[src/pkg/acq_cfg.svh]
// timing, size and layout constants of the acquisition sequencer
`ifndef ACQ_CFG_SVH
`define ACQ_CFG_SVH
`define ACQ_CLK_HZ 100000000
`define ACQ_CONT_MAX_HZ 30000
`define ACQ_NSAMP_MAX_HZ 200000
`define ACQ_CONT_MIN_DIV ((`ACQ_CLK_HZ + `ACQ_CONT_MAX_HZ - 1) / `ACQ_CONT_MAX_HZ)
`define ACQ_NSAMP_MIN_DIV ((`ACQ_CLK_HZ + `ACQ_NSAMP_MAX_HZ - 1) / `ACQ_NSAMP_MAX_HZ)
`define ACQ_CHANNELS 8
`define ACQ_SAMPLE_BITS 16
`define ACQ_SCAN_BITS (`ACQ_CHANNELS * `ACQ_SAMPLE_BITS)
`define ACQ_MEM_SAMPLES 30000000
`define ACQ_MEM_SCANS (`ACQ_MEM_SAMPLES / `ACQ_CHANNELS)
`define ACQ_ADDR_BITS 22
`define ACQ_DIV_BITS 16
`define ACQ_FIFO_DEPTH 8
`define ACQ_SYNC_PINS 2
`define ACQ_PIN_TRIG 0
`define ACQ_PIN_EXTCLK 1
`endif

[src/pkg/acq_pkg.sv]
// types shared by the acquisition sequencer and its callers
`include "acq_cfg.svh"
package acq_pkg;
  typedef enum logic [0:0] {XFER_CONT, XFER_NSAMP} xfer_mode_e;
  typedef enum logic [1:0] {SRC_SOFT, SRC_EXTCLK, SRC_PRE, SRC_POST}
    start_src_e;
  typedef enum logic [1:0] {CMD_CONFIG, CMD_START, CMD_STOP, CMD_XFER} cmd_e;
  typedef struct packed {
    xfer_mode_e mode;
    start_src_e src;
    logic [`ACQ_ADDR_BITS-1:0] n_scans;
    logic [`ACQ_DIV_BITS-1:0] rate_div;
  } acq_cfg_s;
  typedef struct packed {
    logic [`ACQ_CHANNELS-1:0][`ACQ_SAMPLE_BITS-1:0] ch;
  } scan_s;
endpackage

[src/logic/acq_sequencer.sv]
// acquisition sequencer: modes, triggers, pacing, buffering, transfer
// Overview of operation
// - continuous mode streams every scan to the host, paced no faster than 30 kHz except in external-clock mode.
// - n-sample mode paces up to 200 kHz, stores to memory, sends only on transfer.
// - the sample memory addresses up to 30 million samples of buffered data.
// - parameters come by a config command and acquisition waits for start.
// - event-trigger mode waits for the external trigger, then takes n samples.
// - the event trigger is a falling edge and allows up to 200 kHz pacing.
// - external-clock mode starts one conversion per falling clock edge.
// - pre-trigger mode samples into a ring until the trigger, then holds n.
// - post-trigger mode idles until the trigger, then takes n samples.
// - several units start together from a shared trigger or shared clock.
// - eight 16-bit channels are converted together as one scan.
`timescale 1ns/1ps
`default_nettype none
`include "acq_cfg.svh"
module acq_sequencer (
  input wire logic sys_clk,
  input wire logic rstn,
  input wire logic cmd_valid,
  input wire acq_pkg::cmd_e cmd_op,
  input wire acq_pkg::acq_cfg_s cmd_cfg,
  input wire logic trig_pin,
  input wire logic ext_clk_pin,
  output logic conv_start,
  input wire logic conv_done,
  input wire acq_pkg::scan_s conv_data,
  output logic mem_we,
  output logic mem_re,
  output logic [`ACQ_ADDR_BITS-1:0] mem_addr,
  output acq_pkg::scan_s mem_wdata,
  input wire acq_pkg::scan_s mem_rdata,
  output logic out_valid,
  input wire logic out_ready,
  output acq_pkg::scan_s out_data,
  output logic busy,
  output logic data_ready,
  output logic overrun
);
  typedef enum logic [2:0] {S_IDLE, S_ARMED, S_RUN, S_HOLD, S_XFER} state_e;
  localparam logic [`ACQ_DIV_BITS-1:0] CONT_MIN =
    `ACQ_DIV_BITS'(`ACQ_CONT_MIN_DIV);
  localparam logic [`ACQ_DIV_BITS-1:0] NSAMP_MIN =
    `ACQ_DIV_BITS'(`ACQ_NSAMP_MIN_DIV);
  localparam logic [`ACQ_ADDR_BITS-1:0] MEM_SCANS =
    `ACQ_ADDR_BITS'(`ACQ_MEM_SCANS);

  state_e state_r;
  acq_pkg::acq_cfg_s cfg_r;
  logic [`ACQ_SYNC_PINS-1:0] meta_r;
  logic [`ACQ_SYNC_PINS-1:0] sync_r;
  logic [`ACQ_SYNC_PINS-1:0] prev_r;
  logic [`ACQ_SYNC_PINS-1:0] fall;
  logic trig_fall;
  logic ext_fall;
  logic [`ACQ_DIV_BITS-1:0] eff_div;
  logic [`ACQ_DIV_BITS-1:0] div_cnt_r;
  logic tick;
  logic conv_start_r;
  logic conv_busy_r;
  logic [`ACQ_ADDR_BITS-1:0] wr_ptr_r;
  logic [`ACQ_ADDR_BITS-1:0] stored_r;
  logic ring_full_r;
  logic [`ACQ_ADDR_BITS-1:0] rd_ptr_r;
  logic [`ACQ_ADDR_BITS-1:0] rd_left_r;
  logic mem_re_r;
  logic rd_wait_r;
  logic mem_we_r;
  logic [`ACQ_ADDR_BITS-1:0] mem_addr_r;
  acq_pkg::scan_s mem_wdata_r;
  logic push_valid_r;
  acq_pkg::scan_s push_data_r;
  logic push_ready;
  logic overrun_r;
  logic is_cmd_start;
  logic is_cmd_stop;
  logic scan_in;
  logic n_done;
  logic [`ACQ_ADDR_BITS-1:0] last_idx;

  // shared pins, common start
  // two flops per pin, a third for the edge
  genvar gi;
  generate
    for (gi = 0; gi < `ACQ_SYNC_PINS; gi++) begin : g_sync
      always_ff @(posedge sys_clk) begin
        if (!rstn) begin
          meta_r[gi] <= 1'b1;
          sync_r[gi] <= 1'b1;
          prev_r[gi] <= 1'b1;
        end else begin
          meta_r[gi] <= (gi == `ACQ_PIN_TRIG) ? trig_pin : ext_clk_pin;
          sync_r[gi] <= meta_r[gi];
          prev_r[gi] <= sync_r[gi];
        end
      end
      assign fall[gi] = prev_r[gi] && !sync_r[gi];
    end
  endgenerate
  assign trig_fall = fall[`ACQ_PIN_TRIG];
  assign ext_fall = fall[`ACQ_PIN_EXTCLK];

  assign is_cmd_start = cmd_valid && (cmd_op == acq_pkg::CMD_START);
  assign is_cmd_stop = cmd_valid && (cmd_op == acq_pkg::CMD_STOP);
  assign scan_in = conv_done && conv_busy_r && (state_r == S_RUN);
  assign last_idx = cfg_r.n_scans - 1'b1;
  assign n_done = scan_in && (cfg_r.mode == acq_pkg::XFER_NSAMP) &&
    (cfg_r.src != acq_pkg::SRC_PRE) && (stored_r == last_idx);

  always_comb begin
    eff_div = cfg_r.rate_div;
    if (cfg_r.mode == acq_pkg::XFER_CONT && eff_div < CONT_MIN) begin
      eff_div = CONT_MIN;
    end else if (eff_div < NSAMP_MIN) begin
      eff_div = NSAMP_MIN;
    end
  end

  always_ff @(posedge sys_clk) begin
    if (!rstn || state_r != S_RUN || tick) begin
      div_cnt_r <= '0;
    end else begin
      div_cnt_r <= div_cnt_r + 1'b1;
    end
  end

  always_comb begin
    if (cfg_r.src == acq_pkg::SRC_EXTCLK) begin
      tick = (state_r == S_RUN) && ext_fall;
    end else begin
      tick = (state_r == S_RUN) && (div_cnt_r == eff_div - 1'b1);
    end
  end

  always_ff @(posedge sys_clk) begin
    if (!rstn) begin
      conv_start_r <= 1'b0;
      conv_busy_r <= 1'b0;
    end else begin
      conv_start_r <= tick && !conv_busy_r;
      if (conv_start_r) begin
        conv_busy_r <= 1'b1;
      end else if (conv_done) begin
        conv_busy_r <= 1'b0;
      end
    end
  end

  always_ff @(posedge sys_clk) begin
    if (!rstn) begin
      cfg_r <= '{acq_pkg::XFER_CONT, acq_pkg::SRC_SOFT, '0, '0};
    end else if (cmd_valid && cmd_op == acq_pkg::CMD_CONFIG &&
                 state_r == S_IDLE) begin
      cfg_r <= cmd_cfg;
      if (cmd_cfg.n_scans > MEM_SCANS) begin
        cfg_r.n_scans <= MEM_SCANS;
      end
    end
  end

  always_ff @(posedge sys_clk) begin
    if (!rstn) begin
      state_r <= S_IDLE;
    end else begin
      unique case (state_r)
        S_IDLE: begin
          if (is_cmd_start) begin
            if (cfg_r.src == acq_pkg::SRC_POST) begin
              state_r <= S_ARMED;
            end else begin
              state_r <= S_RUN;
            end
          end
        end
        S_ARMED: begin
          if (is_cmd_stop) begin
            state_r <= S_IDLE;
          end else if (trig_fall) begin
            state_r <= S_RUN;
          end
        end
        S_RUN: begin
          if (is_cmd_stop) begin
            state_r <= S_IDLE;
          end else if (cfg_r.src == acq_pkg::SRC_PRE && trig_fall) begin
            state_r <= S_HOLD;
          end else if (n_done) begin
            state_r <= S_HOLD;
          end
        end
        S_HOLD: begin
          if (is_cmd_stop) begin
            state_r <= S_IDLE;
          end else if (cmd_valid && cmd_op == acq_pkg::CMD_XFER) begin
            state_r <= S_XFER;
          end
        end
        S_XFER: begin
          if (rd_left_r == '0 && !mem_re_r && !rd_wait_r &&
              !push_valid_r) begin
            state_r <= S_IDLE;
          end
        end
      endcase
    end
  end

  always_ff @(posedge sys_clk) begin
    if (!rstn || state_r == S_IDLE) begin
      wr_ptr_r <= '0;
      stored_r <= '0;
      ring_full_r <= 1'b0;
      mem_we_r <= 1'b0;
    end else begin
      mem_we_r <= scan_in && cfg_r.mode == acq_pkg::XFER_NSAMP;
      if (scan_in && cfg_r.mode == acq_pkg::XFER_NSAMP) begin
        mem_wdata_r <= conv_data;
        if (wr_ptr_r == last_idx) begin
          wr_ptr_r <= '0;
          ring_full_r <= 1'b1;
        end else begin
          wr_ptr_r <= wr_ptr_r + 1'b1;
        end
        if (!ring_full_r && stored_r != cfg_r.n_scans) begin
          stored_r <= stored_r + 1'b1;
        end
      end
    end
  end

  // reads one at a time; slow but the fifo never overflows
  always_ff @(posedge sys_clk) begin
    if (!rstn) begin
      rd_ptr_r <= '0;
      rd_left_r <= '0;
      mem_re_r <= 1'b0;
    end else if (state_r == S_HOLD) begin
      rd_ptr_r <= ring_full_r ? wr_ptr_r : '0;
      rd_left_r <= ring_full_r ? cfg_r.n_scans : stored_r;
      mem_re_r <= 1'b0;
    end else if (state_r == S_XFER) begin
      mem_re_r <= 1'b0;
      if (rd_left_r != '0 && !mem_re_r && !rd_wait_r && !push_valid_r &&
          push_ready) begin
        mem_re_r <= 1'b1;
        rd_left_r <= rd_left_r - 1'b1;
        rd_ptr_r <= (rd_ptr_r == last_idx) ? '0 : rd_ptr_r + 1'b1;
      end
    end else begin
      mem_re_r <= 1'b0;
    end
  end

  // memory answers one cycle after the read strobe
  always_ff @(posedge sys_clk) begin
    if (!rstn) begin
      rd_wait_r <= 1'b0;
    end else begin
      rd_wait_r <= mem_re_r;
    end
  end

  always_ff @(posedge sys_clk) begin
    if (!rstn) begin
      mem_addr_r <= '0;
    end else if (state_r == S_XFER) begin
      mem_addr_r <= rd_ptr_r;
    end else begin
      mem_addr_r <= wr_ptr_r;
    end
  end

  always_ff @(posedge sys_clk) begin
    if (!rstn) begin
      push_valid_r <= 1'b0;
      overrun_r <= 1'b0;
    end else begin
      push_valid_r <= 1'b0;
      if (scan_in && cfg_r.mode == acq_pkg::XFER_CONT) begin
        push_valid_r <= 1'b1;
        push_data_r <= conv_data;
      end else if (rd_wait_r) begin
        push_valid_r <= 1'b1;
        push_data_r <= mem_rdata;
      end
      // host too slow, or tick while a conversion is busy: scan lost, flagged until next start
      if ((push_valid_r && !push_ready) || (tick && conv_busy_r)) begin
        overrun_r <= 1'b1;
      end else if (is_cmd_start) begin
        overrun_r <= 1'b0;
      end
    end
  end

  scan_fifo #(
    .WIDTH(`ACQ_SCAN_BITS),
    .DEPTH(`ACQ_FIFO_DEPTH)
  ) u_fifo (
    .sys_clk(sys_clk),
    .rstn(rstn),
    .in_valid(push_valid_r),
    .in_ready(push_ready),
    .in_data(push_data_r),
    .out_valid(out_valid),
    .out_ready(out_ready),
    .out_data(out_data)
  );

  assign conv_start = conv_start_r;
  assign mem_we = mem_we_r;
  assign mem_re = mem_re_r;
  assign mem_addr = mem_addr_r;
  assign mem_wdata = mem_wdata_r;
  assign busy = (state_r != S_IDLE);
  assign data_ready = (state_r == S_HOLD);
  assign overrun = overrun_r;

  // helper: cycles since last conversion start
  logic [`ACQ_DIV_BITS-1:0] since_r;
  always_ff @(posedge sys_clk) begin
    if (!rstn || conv_start_r) begin
      since_r <= '0;
    end else if (since_r != '1) begin
      since_r <= since_r + 1'b1;
    end
  end
  logic started_r;
  always_ff @(posedge sys_clk) begin
    if (!rstn || state_r == S_IDLE) begin
      started_r <= 1'b0;
    end else if (conv_start_r) begin
      started_r <= 1'b1;
    end
  end
endmodule
`default_nettype wire

[src/logic/scan_fifo.sv]
// small synchronous fifo with valid/ready on both sides
`timescale 1ns/1ps
`default_nettype none
module scan_fifo #(
  parameter int WIDTH = 128,
  parameter int DEPTH = 8
) (
  input wire logic sys_clk,
  input wire logic rstn,
  input wire logic in_valid,
  output logic in_ready,
  input wire logic [WIDTH-1:0] in_data,
  output logic out_valid,
  input wire logic out_ready,
  output logic [WIDTH-1:0] out_data
);
  localparam int AW = $clog2(DEPTH);
  logic [WIDTH-1:0] mem_r [DEPTH];
  logic [AW-1:0] wptr_r;
  logic [AW-1:0] rptr_r;
  logic [AW:0] count_r;
  logic push;
  logic pop;

  assign in_ready = (count_r != (AW+1)'(DEPTH));
  assign out_valid = (count_r != '0);
  assign out_data = mem_r[rptr_r];
  assign push = in_valid && in_ready;
  assign pop = out_valid && out_ready;

  always_ff @(posedge sys_clk) begin
    if (push) begin
      mem_r[wptr_r] <= in_data;
    end
  end

  always_ff @(posedge sys_clk) begin
    if (!rstn) begin
      wptr_r <= '0;
      rptr_r <= '0;
      count_r <= '0;
    end else begin
      if (push) begin
        wptr_r <= (wptr_r == AW'(DEPTH-1)) ? '0 : wptr_r + 1'b1;
      end
      if (pop) begin
        rptr_r <= (rptr_r == AW'(DEPTH-1)) ? '0 : rptr_r + 1'b1;
      end
      if (push && !pop) begin
        count_r <= count_r + 1'b1;
      end else if (pop && !push) begin
        count_r <= count_r - 1'b1;
      end
    end
  end
endmodule
`default_nettype wire

[config.mk]
export PLATFORM = sky130hd
export DESIGN_NAME = acq_sequencer
export DESIGN_NICKNAME = d
export VERILOG_FILES = /design/src/pkg/acq_pkg.sv /design/src/logic/acq_sequencer.sv /design/src/logic/scan_fifo.sv
export VERILOG_INCLUDE_DIRS = /design/src /design/src/pkg
export SDC_FILE = /design/constraint.sdc
export NUM_CORES = 1
export LEC_CHECK = 0
export BUFFER_PORTS_ARGS = -buffer_cell sky130_fd_sc_hd__buf_2
export CAP_MARGIN = 15
export CORE_AREA = 2 2 395 280
export CTS_CLUSTER_SIZE = 28
export DETAILED_ROUTE_END_ITERATION = 8
export DIE_AREA = 0 0 397 282
export PLACE_DENSITY = 0.77
export SYNTH_ARGS = -nofsm -noshare
export SYNTH_HDL_FRONTEND = slang
export SYNTH_SLANG_ARGS = --single-unit
[constraint.sdc]
create_clock -name sys_clk -period 16.65 [get_ports sys_clk]
set_input_delay 1.665 -clock sys_clk [delete_from_list [all_inputs] [get_ports sys_clk]]
set_output_delay 1.665 -clock sys_clk [all_outputs]
set_load 0.02 [all_outputs]
-- Word level (Yosys, flattened, before mapping)
Memories as Yosys holds them, arrays and structs flattened. A register that Yosys moved wholly into a read port is not among the register bits.
Cells that the tools add are included.
- add/sub/neg operators: 11
- magnitude comparators: 3
- equality and inequality tests: 25
- multiplexer cells: 43
- bitwise operators: 4
- reduce and logical (&&, ||, !) cells: 66
- operator list (operator ; number):
    22-bit 2-to-1 mux ; 12
    128-bit 2-to-1 mux ; 2
    22-bit by 1-bit adder with 22-bit output (second input constant) ; 3
    22-bit == test ; 3
    22-bit by 1-bit subtractor with 22-bit output (second input constant) ; 2
    3-bit 2-to-1 mux ; 13
    1-bit logical AND ; 32
    16-bit 2-to-1 mux ; 2
    22-bit greater-than comparator (second input constant) ; 1
    22-bit zero test ; 1
    22-bit != test ; 1
    22-bit nonzero test ; 1
    16-bit by 1-bit adder with 16-bit output (second input constant) ; 1
    16-bit == test ; 1
    16-bit by 12-bit < comparator with 1-bit output (second input constant) ; 1
    16-bit by 9-bit < comparator with 1-bit output (second input constant) ; 1
    16-bit by 1-bit subtractor with 16-bit output (second input constant) ; 1
    3-bit one-hot mux with 5 select lines ; 1
    2-bit nonzero test ; 6
    1-bit zero test ; 11
    1-bit 2-to-1 mux ; 10
    2-bit AND reduction ; 5
    3-bit == test (second input constant) ; 3
    2-bit == test (second input constant) ; 4
    22 further kinds ; 34
- bits in registers: 450
- memory bits (writable): 1024
- input bits: 306
- output and inout port bits: 285
- word-level logic and storage cells: 197
- memories: 1
- memories (name ; words ; bits a word ; rd ports ; clocked after Yosys merged registers in ; write ports ; line ; text):
    u_fifo.mem_r ; 8 ; 128 ; 1 ; 1 ; 1 ; scan_fifo.sv:18 ; logic [WIDTH-1:0] mem_r [DEPTH];

-- Depth between registers and ports, before layout
- word-level depth: 10
- mapped depth: 18
- gate-level depth less buffers: 14

-- Cells and area by module
Synthesis repeated with hierarchy kept, for this count alone.
- cell total of the unflattened synthesis: 3350
- area total of the unflattened synthesis: 59797.4 sq um
- modules (own cells, without submodules) (module ; times used ; cells an instance ; area each (sq um)):
    scan_fifo ; 1 ; 1554 ; 39613.0
    acq_sequencer ; 1 ; 1796 ; 20184.4

-- Worst setup path before layout
Ideal clock, no wire load.
- path type: flip-flop to flip-flop
- from: reg u_fifo.count_r[0]
- to: mem u_fifo.mem_r[0][0] (enable)
- setup time: 0.772 ns
- data arrival time: 9.640 ns
- required time: 15.878 ns
- slack: 6.238 ns
- cell stages (with the launch flop): 6
- buffers on the path: 0
- cells stage by stage: dfxtp_1 nor3_1 nand2_1 nand2_1 or2_2 nor3_1
- word-level cells in the longest chain between the ends: 4
- RTL lines (item ; line ; text):
    start: declaration ; scan_fifo.sv:21 ; logic [AW:0] count_r;
    start signal: assignment ; scan_fifo.sv:50 ; count_r <= count_r + 1'b1;
    start signal: assignment ; scan_fifo.sv:52 ; count_r <= count_r - 1'b1;
    4-bit != test ; scan_fifo.sv:25 ; assign in_ready = (count_r != (AW+1)'(DEPTH));
    1-bit logical AND ; scan_fifo.sv:28 ; assign push = in_valid && in_ready;
    1-bit 2-to-1 mux ; scan_fifo.sv:32 ; if (push) begin
    1-bit 2-to-1 mux (implied by the code) ; scan_fifo.sv:33 ; mem_r[wptr_r] <= in_data;
    end: declaration ; scan_fifo.sv:18 ;
No other way between the ends.

==> summary.md <==
| Metric | Value |
|---|---|
| Status | `finished clean` |
| Syn nets | `3688` |
| Vias in the first global route | `32800` |
| RSZ-0062 raised after global routing | `false` |
| Cts bufs inserted | `139` |
| Final core occ | `63.1%` |
| Crit path max fanout | `between 40 and 50` |
| DR pass1 iterations | `5` |
| Cell variety after synth | `87` |
| Fin Setup TNS | `0 ps` |
| Routed vias/inst | `~6.0` |
| Routed WL | `roughly 140 mm` |
| Setup Skew | `between 20 and 25 ps` |
| Max Clk Rate | `about 150 MHz` |
| Crit path required time | `14980 ps` |
| Post-synth EDFFs | `between 1000 and 1500` |
| Synth Cell Area | `0.0591 mm2` |
| Core ar. | `0.108 mm2` |
| # port buffers | `just under 600` |
| Synth area leader | `edfxtp_1` |
| Initial Util | `between 50 and 60%` |
| Synth Register Bits | `1477` |
| Final setup violation count | `0` |
| Fin crit period | `around 6800 ps` |
| Max-cap violations | `0` |
| Largest net degree at the start of global routing | `129` |
| PD cells | `128 mW/mm2` |
| Post-Synthesis Cells | `between 3000 and 4000` |
| Fin crit share | `41.0%` |
| Crit path kind | `reg -> out` |
| HPWL Detailed | `81.6 mm` |
| Top post-synthesis cells by area | `edfxtp_1 (65%), mux4_2 (9.8%), dfxtp_1 (6.7%), mux2_2 (5.0%), xnor2_1 (1.4%)` |
| Drt drc | `0` |
| Gates resized, CTS repair | `0` |
| Relative slew slack | `24.0%` |
| First-pass GRT wire length | `203 mm` |
| Initial drt markers | `~3700` |
| Overall Power | `8.72 mW` |
| Seq pwr share | `~47%` |
| RD Place Congestion | `between 0.9 and 1` |
| Filler cells | `around 7400` |
| Post-synthesis sequential area ratio | `71.7%` |
| Clk buf depth | `3` |
| Grt ovf | `0` |
| Clock Sinks | `1477` |
| All-Layer GR Usage | `24.2%` |
| Die span in x | `397 um` |
| Setup Fix Bufs, Post-CTS | `0` |
| Clock latency on the worst-skew pair | `750 ps` |
| Slew Limit Fails | `0` |
| Vert. Die Dim | `282 um` |
| Internal Power | `roughly 6.5 mW` |
| Initial antenna violation count | `3` |
| Critical Path Source Type | `flip-flop` |
| Prevailing post-synth register cell | `edfxtp_1` |
| Clock transition at the registers of the reported paths | `60 ps` |
| Net Sw Frac | `25.9%` |
| Post-synth top area share | `65.0%` |
| # H-tree levels | `4` |
| Row count | `101` |
| Io pins | `591` |
| Synthesis Warnings | `0` |
| CTS Root Cell | `clkbuf_16` |
| Slew @ Worst Pin | `1140 ps` |
| Ys async rst share | `0%` |
| NetSw | `2.26 mW` |
| Fin. Hold Viols | `0` |
| Share of cells above drive strength 1 | `between 30% and 40%` |
| Wirelength per Cell | `25.0 um` |
| P&R area growth vs syn | `15.0%` |
| Post-cts hold buffer count | `0` |
| NumNets Final | `about 4300` |
| HP Class | `reg -> reg` |
| Syn_area_per_cell | `17.6 um2` |
| Arrival time worst endpoint | `5160 ps` |
| Clock share of power | `35.5%` |
| Comb power frac | `approximately 17%` |
| CP Capture Type | `output port` |
| Peak VDD IR | `0.000100 V` |
| ANT nets after route | `0` |
| P_leak | `roughly 22 nW` |
| Routed via count | `33000` |
| CTS tree | `yes` |
| Die area | `0.112 mm2` |
-- sequential cells by signal (all words and copies together) (netlist names), 2 cells and up, named ones only --
name,cells
meta_r,2
rd_ptr_r,22
prev_r,2
wr_ptr_r,22
u_fifo.count_r,4
cfg_r,41
push_data_r,128
u_fifo.mem_r,1024
div_cnt_r,16
state_r,3
sync_r,2
mem_addr,22
mem_wdata,128
u_fifo.wptr_r,3
u_fifo.rptr_r,3
rd_left_r,22
stored_r,22
-- kinds of logic (layout without fill, tap and decap cells) --
family / after synthesis / count (layout) / synth area share (%)
DFF: 1477 / 1477 / 71.7
and+or+nand+nor: 651 / 651 / 5.56
muxes: 533 / 533 / 15.0
AOI/OAI and AO/OA: 292 / 292 / 3.33
buffers and inverters: 226 / 911 / 1.52
xor gates and xnor gates: 173 / 173 / 2.59
adders and majority gates: 15 / 15 / 0.330
other: 0 / 1 / 0
-- power by group through the flow --
stage                     Sequential, mW  Clock (mW)  Combinational [mW]
after floorplan                     4.10           0                1.17
after CTS                           4.10        3.15                1.52
after global placement              4.18           0                1.49
after detailed placement            4.18           0                1.51
after global routing                4.11        3.29                1.63
final                               4.10        3.10                1.52
-- per-stage QoR --
step	hold WS [ps]	cells	cell area, um2	setup WS (ps)
global placement	393	5245	63600	10310
floorplan	386	3367	59100	6240
finish	414	5495	68000	9820
detailed placement	396	5245	63600	10260
global route	434	5494	68000	9330
CTS	416	5493	68000	9400
-- final timing paths --
path	startpoint	end	slack, ps	cells after the start
setup / recovery	flip-flop	out_data[76]	9820	7
hold / removal	meta_r[0]	sync_r[0]	410	1
setup reg to reg	cfg_r[12]	div_cnt_r[15]	11550	14
hold reg to reg	meta_r[0]	sync_r[0]	410	1
-- Yosys cell counts, drive strengths merged, types with 27 or more instances --
master	count
clkbuf	154
a211oi	27
nor3	38
nor4	30
a21oi	93
nand3	67
edfxtp	1280
mux4	256
xnor2	92
mux2	262
o21ai	48
dfxtp	197
nor2	152
nand2	183
buf	46
xor2	80
-- routing by layer --
metal | part of all wire [%] | GRT usage, % | vias to the layer above
met1 | 42 | 35.0 | 16800
li1 | - | - | 14500
met2 | 47 | 37.2 | 1536
met4 | 2.6 | 8.33 | 2
met3 | 8.0 | 4.54 | 208
met5 | 0.0095 | 0 | -
-- placed cells by master, fill, tap and decap left out, types with 19 or more instances in the layout --
cell type,synthesis,final
or4_1,19,19
mux2_2,262,262
clkbuf_1,154,29
a21oi_1,93,93
buf_4,1,43
dfxtp_1,197,194
nor3_1,35,31
a211oi_1,27,27
nand2_1,183,183
clkinv_1,2,26
xnor2_1,92,92
nor2_1,152,144
nand3_1,67,67
inv_1,24,24
xor2_1,80,80
nand2b_1,22,22
mux4_2,256,256
o21ai_0,47,47
and3_1,25,25
edfxtp_1,1280,1280
clkbuf_16,0,144
nor4_1,25,25
or3_1,25,25
nand4_1,23,23
buf_2,8,590
-- worst max-delay path, stage by stage (launching register included) --
cell and delay, ps:
dfxtp_4 950, buf_4 700, buf_4 710, buf_4 530, buf_16 330, mux4_2 560, mux2_2 300, buf_2 170
-- final cells by class --
cell class | instances | area (um2) | share of cell area (%)
inverters | 26 | 97.6 | 0.143
clock buffers | 176 | 3750 | 5.52
diodes | 1 | 2.50 | 0.00368
repair buffers | 637 | 3360 | 4.95
multi-input cells | 1664 | 15900 | 23.4
well taps | 1442 | 1800 | 2.65
clock inverters | 72 | 673 | 0.990
flip-flops and latches | 1477 | 42400 | 62.3
Power figures use the tool's default switching activity.
